===== config.mk =====
export PLATFORM = sky130hd
export DESIGN_NAME = trac_channel
export DESIGN_NICKNAME = d
export VERILOG_FILES = /design/src/trac_pkg.sv /design/src/trac_mem_if.sv /design/src/trac_regmem.sv /design/src/trac_channel.sv
export SDC_FILE = /design/constraint.sdc
export NUM_CORES = 1
export LEC_CHECK = 0
export BUFFER_PORTS_ARGS = -buffer_cell sky130_fd_sc_hd__buf_2
export CAP_MARGIN = 20
export CELL_PAD_IN_SITES_DETAIL_PLACEMENT = 1
export CELL_PAD_IN_SITES_GLOBAL_PLACEMENT = 1
export CORE_ASPECT_RATIO = 1.75
export CORE_UTILIZATION = 35
export DETAILED_ROUTE_END_ITERATION = 16
export PLACE_DENSITY = 0.57
export SLEW_MARGIN = 20
export SYNTH_ARGS = -nofsm -noshare
export SYNTH_HDL_FRONTEND = slang
export SYNTH_SLANG_ARGS = --single-unit

===== constraint.sdc =====
create_clock -name MCLK -period 4 [get_ports MCLK]
set_clock_uncertainty 0.1 [all_clocks]
set_input_delay 0.2 -clock MCLK [delete_from_list [all_inputs] [get_ports MCLK]]
set_output_delay 0.2 -clock MCLK [all_outputs]
set_load 0.05 [all_outputs]

===== src/trac_pkg.sv =====
`default_nettype none
package trac_pkg;
    // control byte layout
    localparam int unsigned CTL_REG_COMM_BIT = 7;
    localparam int unsigned CTL_WRITE_BIT = 6;
    localparam int unsigned CTL_ADDR_MSB = 5;
    localparam int unsigned CTL_ADDR_LSB = 0;
    localparam int unsigned ADDR_W = 6;
    localparam int unsigned DATA_W = 16;
    // register map
    localparam logic [5:0] WRITE_UNLOCK_CODE_OFS = 6'h1F;
    // code word values
    localparam logic [15:0] UNLOCK_CODE = 16'h1235;
    localparam logic [15:0] WRITE_UNLOCK_CODE_RST = 16'h0000;
    localparam logic [7:0] WRITE_ACK_MASK = 8'hBF;
    localparam logic [15:0] WRITE_IN_WORD = 16'h0000;
    // sequencer states
    typedef enum logic [2:0] {
        TRAC_IDLE = 3'b001,
        TRAC_ACCESS = 3'b010,
        TRAC_ANSWER = 3'b100
    } trac_state_t;
endpackage
`default_nettype wire


===== src/trac_mem_if.sv =====
`default_nettype none
interface trac_mem_if;
    logic we;
    logic [5:0] addr;
    logic [15:0] wdata;
    logic [15:0] rdata;
    modport ctrl (output we, output addr, output wdata, input rdata);
    modport mem (input we, input addr, input wdata, output rdata);
endinterface
`default_nettype wire


===== src/trac_regmem.sv =====
`default_nettype none
module trac_regmem #(
    parameter int unsigned DEPTH = 64 // number of register words
) (
    input wire logic clk, // process-data clock
    trac_mem_if.mem port // access port
);
    logic [15:0] mem [DEPTH];

    // synchronous write, registered read of old contents
    always_ff @(posedge clk) begin
        if (port.we) begin
            mem[port.addr] <= port.wdata;
        end
        port.rdata <= mem[port.addr];
    end
endmodule
`default_nettype wire


===== src/trac_channel.sv =====
`default_nettype none
// Notes on behaviour
// - Control bit 7 set selects register communication; only then is a register accessed.
// - Control bit 6 set during register communication writes the output word to the register.
// - Control bits 5..0 give the register number, 0 to 63.
// - After a read the status byte echoes the control byte unchanged.
// - A read returns the addressed register's present contents in the input word.
// - After a write the status byte equals the control byte with bit 6 cleared.
// - Writing zero to the code-word register 31 re-enables write protection.
// - The data word travels high byte first, then low byte.
// - Bit 6 clear means a read, and the output word is ignored.
// - While protected, writes to every register but 31 are rejected.
// - Writing 0x1235 to register 31 lifts protection; any other value restores it.
module trac_channel (
    input wire logic MCLK, // 10 MHz clock
    input wire logic RSTN, // synchronous reset, active low
    input wire logic PD_STROBE, // one-cycle pulse: new output data valid
    input wire logic [7:0] CTRL_BYTE, // control byte (byte 0)
    input wire logic [7:0] HOST_OUT_HI, // host_out_word high byte (byte 1)
    input wire logic [7:0] HOST_OUT_LO, // host_out_word low byte (byte 2)
    input wire logic [7:0] MEAS_STATUS, // normal-mode status byte
    input wire logic [15:0] MEAS_WORD, // normal-mode process value
    output logic [7:0] STATUS_BYTE, // status byte (byte 0)
    output logic [7:0] TERMINAL_IN_HI, // terminal_in_word high byte (byte 1)
    output logic [7:0] TERMINAL_IN_LO, // terminal_in_word low byte (byte 2)
    output logic ANSWER_VALID, // one-cycle pulse: answer updated
    output logic WRITE_UNLOCKED // write protection lifted
);
    typedef struct packed {
        trac_pkg::trac_state_t state;
        logic [7:0] ctrl;
        logic [15:0] wdata;
        logic [7:0] status;
        logic [15:0] in_word;
        logic ack;
        logic unlocked;
        logic [15:0] code;
    } trac_regs_t;

    trac_regs_t r_reg;
    trac_regs_t r_next;
    trac_mem_if mem_bus ();

    logic [5:0] addr;
    logic is_write;
    logic is_code_reg;
    logic write_ok;

    trac_regmem #(
        .DEPTH(64)
    ) u_regmem (
        .clk(MCLK),
        .port(mem_bus.mem)
    );

    // decode of the latched control byte
    assign addr = r_reg.ctrl[trac_pkg::CTL_ADDR_MSB:trac_pkg::CTL_ADDR_LSB];
    assign is_write = r_reg.ctrl[trac_pkg::CTL_WRITE_BIT];
    assign is_code_reg = (addr == trac_pkg::WRITE_UNLOCK_CODE_OFS);
    assign write_ok = is_code_reg || r_reg.unlocked;

    // memory port: written only in the access cycle of a permitted write
    assign mem_bus.we = (r_reg.state == trac_pkg::TRAC_ACCESS) && is_write && write_ok;
    assign mem_bus.addr = addr;
    assign mem_bus.wdata = r_reg.wdata;

    // sequencer and answer build-up
    always_comb begin
        r_next = r_reg;
        r_next.ack = 1'b0;
        unique case (r_reg.state)
            trac_pkg::TRAC_IDLE: begin
                if (PD_STROBE) begin
                    if (CTRL_BYTE[trac_pkg::CTL_REG_COMM_BIT]) begin
                        r_next.ctrl = CTRL_BYTE;
                        r_next.wdata = {HOST_OUT_HI, HOST_OUT_LO};
                        r_next.state = trac_pkg::TRAC_ACCESS;
                    end else begin
                        r_next.status = MEAS_STATUS;
                        r_next.in_word = MEAS_WORD;
                        r_next.ack = 1'b1;
                    end
                end
            end
            trac_pkg::TRAC_ACCESS: begin
                if (is_write && is_code_reg) begin
                    r_next.code = r_reg.wdata;
                    r_next.unlocked = (r_reg.wdata == trac_pkg::UNLOCK_CODE);
                end
                r_next.state = trac_pkg::TRAC_ANSWER;
            end
            trac_pkg::TRAC_ANSWER: begin
                if (is_write) begin
                    r_next.status = r_reg.ctrl & trac_pkg::WRITE_ACK_MASK;
                    r_next.in_word = trac_pkg::WRITE_IN_WORD;
                end else begin
                    r_next.status = r_reg.ctrl;
                    r_next.in_word = is_code_reg ? r_reg.code : mem_bus.rdata;
                end
                r_next.ack = 1'b1;
                r_next.state = trac_pkg::TRAC_IDLE;
            end
            default: begin
                r_next.state = trac_pkg::TRAC_IDLE;
            end
        endcase
    end

    // state register with synchronous reset
    always_ff @(posedge MCLK) begin
        if (!RSTN) begin
            r_reg.state <= trac_pkg::TRAC_IDLE;
            r_reg.ctrl <= 8'h00;
            r_reg.wdata <= 16'h0000;
            r_reg.status <= 8'h00;
            r_reg.in_word <= 16'h0000;
            r_reg.ack <= 1'b0;
            r_reg.unlocked <= 1'b0;
            r_reg.code <= trac_pkg::WRITE_UNLOCK_CODE_RST;
        end else begin
            r_reg <= r_next;
        end
    end

    // outputs straight from flip-flops, high byte first
    assign STATUS_BYTE = r_reg.status;
    assign TERMINAL_IN_HI = r_reg.in_word[15:8];
    assign TERMINAL_IN_LO = r_reg.in_word[7:0];
    assign ANSWER_VALID = r_reg.ack;
    assign WRITE_UNLOCKED = r_reg.unlocked;
endmodule
`default_nettype wire


==> Word-level counts from Yosys, hierarchy flattened <==
Memory sizes are Yosys's and may differ from the RTL's. A register that Yosys moved wholly into a read port is not among the register bits.
Index checks and enable logic that the tools add are counted.
{ "classes": {"reduce_logical": 9, "eq_ne": 8, "n_mux": 9} }
{ "op_table": {"columns": ["cell", "count"], "rows": [
  ["$mux 52", 1],
  ["$pmux 25 s2", 1],
  ["$mux 16", 2],
  ["$mux 27", 1],
  ["$mux 25", 1],
  ["$eq 16x13->1 const B", 1],
  ["$eq 6x5->1 const B", 1],
  ["$ne 2x2->1 const B", 3],
  ["$pmux 3 s2", 1],
  ["$reduce_and 3->1", 2],
  ["$reduce_and 2->1", 2],
  ["$eq 3x1->1 const B", 1],
  ["$eq 3x2->1 const B", 1],
  ["$eq 3x3->1 const B", 1],
  ["$logic_and 1x1->1", 3],
  ["$mux 1", 2],
  ["$reduce_bool 2->1", 1],
  ["$logic_or 1x1->1", 1]
]} }
{ "totals": {"input_bits": 51, "mem_bits_rw": 1024, "output_inout_bits": 26, "reg_bits": 69, "word_cells": 35, "mem_count": 1} }
{ "memory_table": {"columns": ["name", "words", "word_bits", "read_ports", "rd_ports_with_merged_regs", "wr", "line_no", "text"], "rows": [
  ["u_regmem.mem", 64, 16, 1, 1, 1, "trac_regmem.sv:8", "logic [15:0] mem [DEPTH];"]
]} }

==> Longest topological paths before layout <==
Gate-level depths: netlist of the first run.
{ "depth": {"depth_word": 5, "ltp_mapped": 11, "depth_no_buf": 6} }

==> Modules after synthesis <==
A second synthesis of the first run with hierarchy kept.
{ "hier_totals": {"cells_unflattened": 2621, "hier_area_um2": 42609.6} }
{ "modules_own_cells": {"columns": ["module", "seq_area_each_um2", "cells_per_inst", "area_per_inst_um2", "instances"], "rows": [
  ["trac_regmem", 31069.8, 2264, 39480.4, 1],
  ["trac_channel", 1381.3, 357, 3129.3, 1]
]} }

==> Worst setup path before layout of the first run <==
OpenSTA, ideal clock, no wires.
{ "synth_timing": {"path_kind": "reg2reg", "start": "reg r_reg, in the netlist addr[2]", "end": "mem u_regmem.mem[54][0] (enable)", "required_time_ns": 3.491, "n_path_buf": 4, "setup_ns": 0.409, "period_less_slack_ns": 3.293, "arrival_ns": 2.784, "setup_slack_ns": 0.707, "path_stages_with_launch": 10, "path_cell_list": "dfxtp_1 -> buf_6 -> buf_6 -> buf_4 -> nand3_2 -> nor2_4 -> o211a_1 -> buf_2 -> nand2_1 -> nor3_1"} }
{ "synth_between": {"elab_chain_len": 5} }
{ "synth_rtl": {"columns": ["item", "line_no", "text"], "rows": [
  ["start, declared", "trac_channel.sv:40", "trac_regs_t r_reg;"],
  ["start signal, assigned", "trac_channel.sv:121", "r_reg <= r_next;"],
  ["$eq 6x5->1", "trac_channel.sv:59", "assign is_code_reg = (addr == trac_pkg::WRITE_UNLOCK_CODE_OFS);"],
  ["$logic_or 1x1->1", "trac_channel.sv:60", "assign write_ok = is_code_reg || r_reg.unlocked;"],
  ["$logic_and 1x1->1", "trac_channel.sv:63", "assign mem_bus.we = (r_reg.state == trac_pkg::TRAC_ACCESS) && is_write && write_ok;"],
  ["$mux 1", "trac_regmem.sv:12", "if (port.we) begin"],
  ["$mux 1 (implied by the code)", "trac_regmem.sv:13", "mem[port.addr] <= port.wdata;"],
  ["end, declared", "trac_regmem.sv:8", null]
]} }
Several ways; a longest one is shown, not always the timed one.

==> flow_summary.yaml, run 1 <==
grt:
  grt_max_degree: 79
  grt_usage_pct: 23.4
  antenna_found_initial: 5
  grt_overflow: 0
  grt_pass1_wl_mm: 204
  use_met2_pct: 42.0
  top_usage_layer: "met2"
  gr-usage-met3_pct: 2.92
  use_met1_pct: 26.1
  first_global_vias: 27000
floorplanning:
  coreArea_sq_um: 121000
  dieArea_sq_um: 124000
  ios: 77
  placementRows: 169
  fp.dieW_um: 266
  initial_core_util_pct: 35.3
  die_h_um: 465
min_path:
  hp-class: "in -> reg"
synth:
  ys_seq_area_share_pct: 75.8
  yosysWarnings: 0
  muxShareOfSynthArea_pct: 5.35
  synth_top_cell_by_area: "edfxtp_1"
  synth_edf_count: 1024
  synth_cells: 2611
  synth_fp_nets: 2662
  yosysUniqueCellTypes: 62
  ys_top_cells_by_count: "1024 x edfxtp_1, 199 x nand2_1, 145 x a22oi_1"
  synth.cell_area_sq_um: 42800
  synth_flop_cell: "edfxtp_1"
  async_flop_share_pct: 0
  synth_top_family_by_area: "compound AO/OA/AOI/OAI gates"
  yosys.area_share.simple_pct: 4.40
  synth_area_leaders: "edfxtp_1 72%, dfxtp_1 4.0%, mux2i_1 2.7%"
  synth_adder_area_share_pct: 0
  synth-compound-area-share_pct: 11.7
  ys_ff_latch: 1109
  postSynthAreaPerCell_sq_um: 16.4
  synth_most_common_cell: "edfxtp_1"
  yosysTopAreaCellShare_pct: 71.9
  synth-xor-area-share_pct: 0
timing:
  finalCritPeriodShare_pct: 93.6
  final_max_slew_viol_count: 0
  relSlewSlack_pct: 19.6
  final.min_clock_period_ps: 3740
  hold_viol_final: 0
  tns_ps: 0
  finalSetupViolCount: 0
  worstMarginPinSlew_ps: 1210
  max_freq_mhz: 267
  rsz0062_at_grt: "false"
power:
  p_leak_uw: 0.0168
  switching_share_pct: 22.7
  total_power_uw: 23400
  p_per_area_nw_per_um2: 470
  seq_power_share_pct: 54.8
  comb_power_share_pct: 5.4
  p_switching_uw: 5300
  intPower_uw: 18100
  clkPwrFrac_pct: 39.8
  vdd_drop_max_uv: 336
worst_setup_path:
  crit_slowest_cell: "or4_1"
  cpPeakStageDelay_ps: 690
  cp_max_fo: 49
  criticalPathCategory: "reg -> reg"
  crit_chain: "buf_12 -> mux4_2 -> mux2i_1 -> o221ai_1 -> or4_1"
  cp.arrival_ps: 4220
  cp.required_ps: 4470
  end_kind: "flip-flop"
  start_kind: "flip-flop"
routing:
  num_vias: 25800
  routedWlPerCell_um: 31.9
  ant_nets: 0
  routed_via_density: 5.66
  drt-initial-drc-count: 2255
  wl_mm: 146
  drtPass1Iterations: 5
  drcViolationCount: 0
flow_run:
  max_cap_violations: 0
outcome:
  status: "finished, final reports clean"
clock_network:
  path_clk_slew_ps: 70
  cts-root-buf: "clkbuf_16"
  postCtsSetupBuffers: 0
  clk_latency_ps: 720
  cts.path.max_buffers: 3
  htreeDepth: 3
  cts_tree: "done"
  cts_made_buffers: 97
  cts.sinks: 1109
layout:
  syn_to_final_growth_pct: 16.3
  largest_reg_flops: 1024
  nNetsFinal: 2907
  drive_above_1_share_pct: 18.1
  stdcell_area_sq_um: 49700
placed_design:
  io_buffers: 76
  hpwl_mm: 94.4
  placed_area_sq_um: 45900
  gp_congestion: 0.927
power by group through the flow:
stage / Combinational (uW) / Clock, uW / Sequential (uW)
after CTS: 1270 / 9490 / 12800
after floorplan: 604 / 0 / 13000
after detailed placement: 1210 / 0 / 13100
after global routing: 1310 / 9830 / 12800
after global placement: 1190 / 0 / 13100
final: 1270 / 9310 / 12800
per-layer routing:
layer / routed length (um) / vias to the layer above
met5: 12 / -
met4: 9890 / 2
met3: 6970 / 308
met2: 76100 / 901
met1: 52800 / 13600
li1: - / 11000
cell families (layout without fill, tap and decap cells):
kind of cell,after synthesis,after routing
DFF,1109,1109
AOI/OAI and AO/OA,680,680
and+or+nand+nor,423,423
buffers and inverters,213,539
muxes,186,186
other,0,6
worst paths after layout:
path	startpoint	end	cells past startpoint	slack, ps
max	addr[1]$_SDFFE_PN0P_	u_regmem.port.rdata[9]$_DFF_P_	5	260
min	MEAS_WORD[7]	TERMINAL_IN_LO[7]$_SDFFE_PN0P_	6	240
max reg2reg	addr[1]$_SDFFE_PN0P_	u_regmem.port.rdata[9]$_DFF_P_	5	260
min reg2reg	r_reg[10]$_SDFFE_PN0P_	r_reg[10]$_SDFFE_PN0P_	2	350
layout by cell type, fill, tap and decap left out, drive strengths merged, types with 8 or more instances in the layout:
cell,instances
a222oi,20
edfxtp,1024
a221oi,111
nand3,11
mux2i,116
nor2,126
clkinvlp,8
or4,14
a21oi,58
o22ai,50
nand2,199
and2,15
a22oi,145
clkinv,41
dlygate4sd3,76
a32oi,8
o21ai,93
o221ai,30
o211ai,23
nor3,10
a22o,38
nor2b,8
inv,8
buf,280
or3,11
mux2,40
a221o,12
dfxtp,85
a21boi,46
mux4,30
clkbuf,120
what timing repair did:
action	CTS	global route
endpoints found under the hold margin	52	0
hold buffers	76	0
gates resized for setup	0	0
metrics by stage:
stage	cells	setup WS, ps	util (%)	hold WS (ps)
6_report	4567	255	41.1	241
5_1_grt	4564	288	41.0	282
4_1_cts	4561	268	41.0	192
3_5_place_dp	4305	304	37.9	348
3_3_place_gp	4305	266	37.9	340
2_1_floorplan	2611	707	-	245
critical path: cells and delay by family, from the launching register on:
family | cells | cell delay (ps)
compound gates | 1 | 630
mux | 2 | 1170
simple gates | 1 | 690
flops | 1 | 560
buf+inv | 1 | 370
area by class of cell:
cell class                      instances  area [sq um]
Antenna cell                            6          15.0
Clock buffer                          120          2600
Clock inverter                         60           470
Fill cell                           11900         71400
Inverter                                3          11.3
Multi-Input combinational cell       1289          9250
Sequential cell                      1109         32500
Tap cell                             1624          2030
Timing Repair Buffer                  356          2890
Power figures use the tool's default switching activity.
==> run 2, diff against run 1 <==
--- a/config.mk
+++ b/config.mk
@@ -10,6 +10,7 @@
 export CELL_PAD_IN_SITES_DETAIL_PLACEMENT = 1
 export CELL_PAD_IN_SITES_GLOBAL_PLACEMENT = 1
 export CORE_ASPECT_RATIO = 1.75
+export CORE_MARGIN = 3
 export CORE_UTILIZATION = 35
 export DETAILED_ROUTE_END_ITERATION = 16
 export PLACE_DENSITY = 0.57
==> flow_summary.yaml, run 2 (synthesis results as in run 1) <==
timing:
  worstMarginPinSlew_ps: 1190
  hold_slack_ps: 212
  tns_ps: 0
  finalCritPeriodShare_pct: 94.9
  hold_viol_final: 0
  max_freq_mhz: 264
  rsz0062_at_grt: "false"
  final_max_slew_viol_count: 0
  final.min_clock_period_ps: 3790
  relSlewSlack_pct: 20.1
  finalSetupViolCount: 0
worst_setup_path:
  cp-startpoint: "addr[1]$_SDFFE_PN0P_"
  crit_end: "u_regmem.mem[6][11]$_DFFE_PP_"
  start_kind: "flip-flop"
  cp.depth: 6
  cp.required_ps: 4300
  end_kind: "flip-flop"
  cp_max_fo: 32
  criticalPathCategory: "reg -> reg"
  worst-path-buf-inv: 1
  cpPeakStageDelay_ps: 690
  r2r_start: "addr[1]$_SDFFE_PN0P_"
  r2r-end: "u_regmem.mem[6][11]$_DFFE_PP_"
  crit_slowest_cell: "dfxtp_4"
  rr_worst_depth: 6
  crit_family: "simple AND/OR/NAND/NOR gates"
  crit_chain: "nand3_2 -> nor2_4 -> o211a_1 -> nand2_1 -> nor2_1 -> buf_4"
  cp.arrival_ps: 4090
  r2r_setup_slack_ps: 210
grt:
  grt_overflow: 0
  gr-usage-met3_pct: 2.98
  top_usage_layer: "met2"
  grt_usage_pct: 22.6
  first_global_vias: 27100
  grt_pass1_wl_mm: 205
  use_met2_pct: 42.1
  grt_max_degree: 69
  use_met1_pct: 25.0
  antenna_found_initial: 5
clock_network:
  htreeDepth: 3
  cts-root-buf: "clkbuf_16"
  path_clk_slew_ps: 70
  clk_latency_ps: 710
  cts.sinks: 1109
  cts.path.max_buffers: 3
  cts_resized: 0
  cts_tree: "done"
  cts_made_buffers: 93
power:
  total_power_uw: 23600
  vdd_drop_max_uv: 295
  p_leak_uw: 0.0169
  p_per_area_nw_per_um2: 475
placed_design:
  io_buffers: 76
  placed_cells: 4314
  gp_congestion: 0.894
  hpwl_mm: 94.7
floorplanning:
  ios: 77
  fp.dieW_um: 270
  coreArea_sq_um: 121000
  initial_core_util_pct: 35.3
  dieArea_sq_um: 127000
  die_h_um: 469
  placementRows: 169
routing:
  routedWlPerCell_um: 31.8
  num_vias: 25900
  drt-initial-drc-count: 2351
  drcViolationCount: 0
  drtPass1Iterations: 6
  routed_via_density: 5.68
  wl_mm: 145
  ant_nets: 0
layout:
  syn_to_final_growth_pct: 16.4
  final_common_cell: "edfxtp_1"
  largest_reg_flops: 1024
  post-route-util_pct: 41.0
  most-common-layout-cells: "1024 x edfxtp_1, 199 x nand2_1, 196 x buf_4"
  final_cell_count_no_fill: 4557
  fill_cells: 12100
  drive_above_1_share_pct: 18.8
  nNetsFinal: 2903
flow_run:
  max_cap_violations: 0
min_path:
  hp-class: "in -> reg"
outcome:
  status: "finished, final reports clean"
run 2: cell types whose count changed in the layout (fill, tap and decap cells not counted), sizes merged:
cell	previous run	this run
buf	280	290
bufinv	6	12
clkbuf	120	116
clkinv	41	33
clkinvlp	8	5
diode	6	2
dlygate4sd3	76	66
inv	8	11
run 2: worst min path at each step:
stage,startpoint,end,slack (ps),depth (start not counted)
2_1_floorplan,CTRL_BYTE[6],is_write$_SDFFE_PN0P_,240,2
3_3_place_gp,r_reg[6]$_SDFFE_PN0P_,r_reg[6]$_SDFFE_PN0P_,340,2
3_5_place_dp,r_reg[12]$_SDFFE_PN0P_,r_reg[12]$_SDFFE_PN0P_,350,2
4_1_cts,CTRL_BYTE[5],addr[5]$_SDFFE_PN0P_,180,4
5_1_grt,CTRL_BYTE[5],addr[5]$_SDFFE_PN0P_,210,4
6_report,HOST_OUT_HI[6],mem_bus.wdata[14]$_SDFFE_PN0P_,210,4
run 2: what timing repair did:
item | 4_1_cts | 5_1_grt
hold endpoints to repair | 52 | 0
buffers inserted | 0 | 0
hold buffers | 66 | 0
setup endpoints to repair | 0 | 0
run 2: metal layers:
metal	wire [um]	part of all wire (%)	vias up
met1	52700	36	13700
met3	6600	4.5	252
li1	-	-	11000
met4	8560	5.9	2
met2	77100	53	881
met5	9	0.0062	-
run 2: through the flow:
stage	area, sq um	setup slack [ps]
finish	49800	206
global route	49800	123
CTS	49800	219
detailed placement	46000	254
global placement	46000	228
floorplan	42800	707
run 2: worst reg2reg max path, stage by stage, from the launching register on:
cell and delay (ps):
dfxtp_4 690, nand3_2 580, nor2_4 260, o211a_1 570, nand2_1 610, nor2_1 400
buf_4 290
run 2: layout make-up:
type                       count  area [sq um]  share of cell area, %
sequential                  1109         32500                   65.2
multi-input combinational   1289          9250                   18.6
timing repair buffer         356          2870                   5.76
inverter                       3          11.3                 0.0226
clock inverter                58           649                   1.30
tap                         1624          2030                   4.08
clock buffer                 116          2500                   5.02
antenna                        2          5.00                 0.0100
run 2: report_power, final:
part           internal (uW)  switching [uW]  leakage, uW
sequential             12700            90.7       0.0113
clock                   5260            4300      0.00155
combinational            404             916      0.00406
total                  18300            5300       0.0169
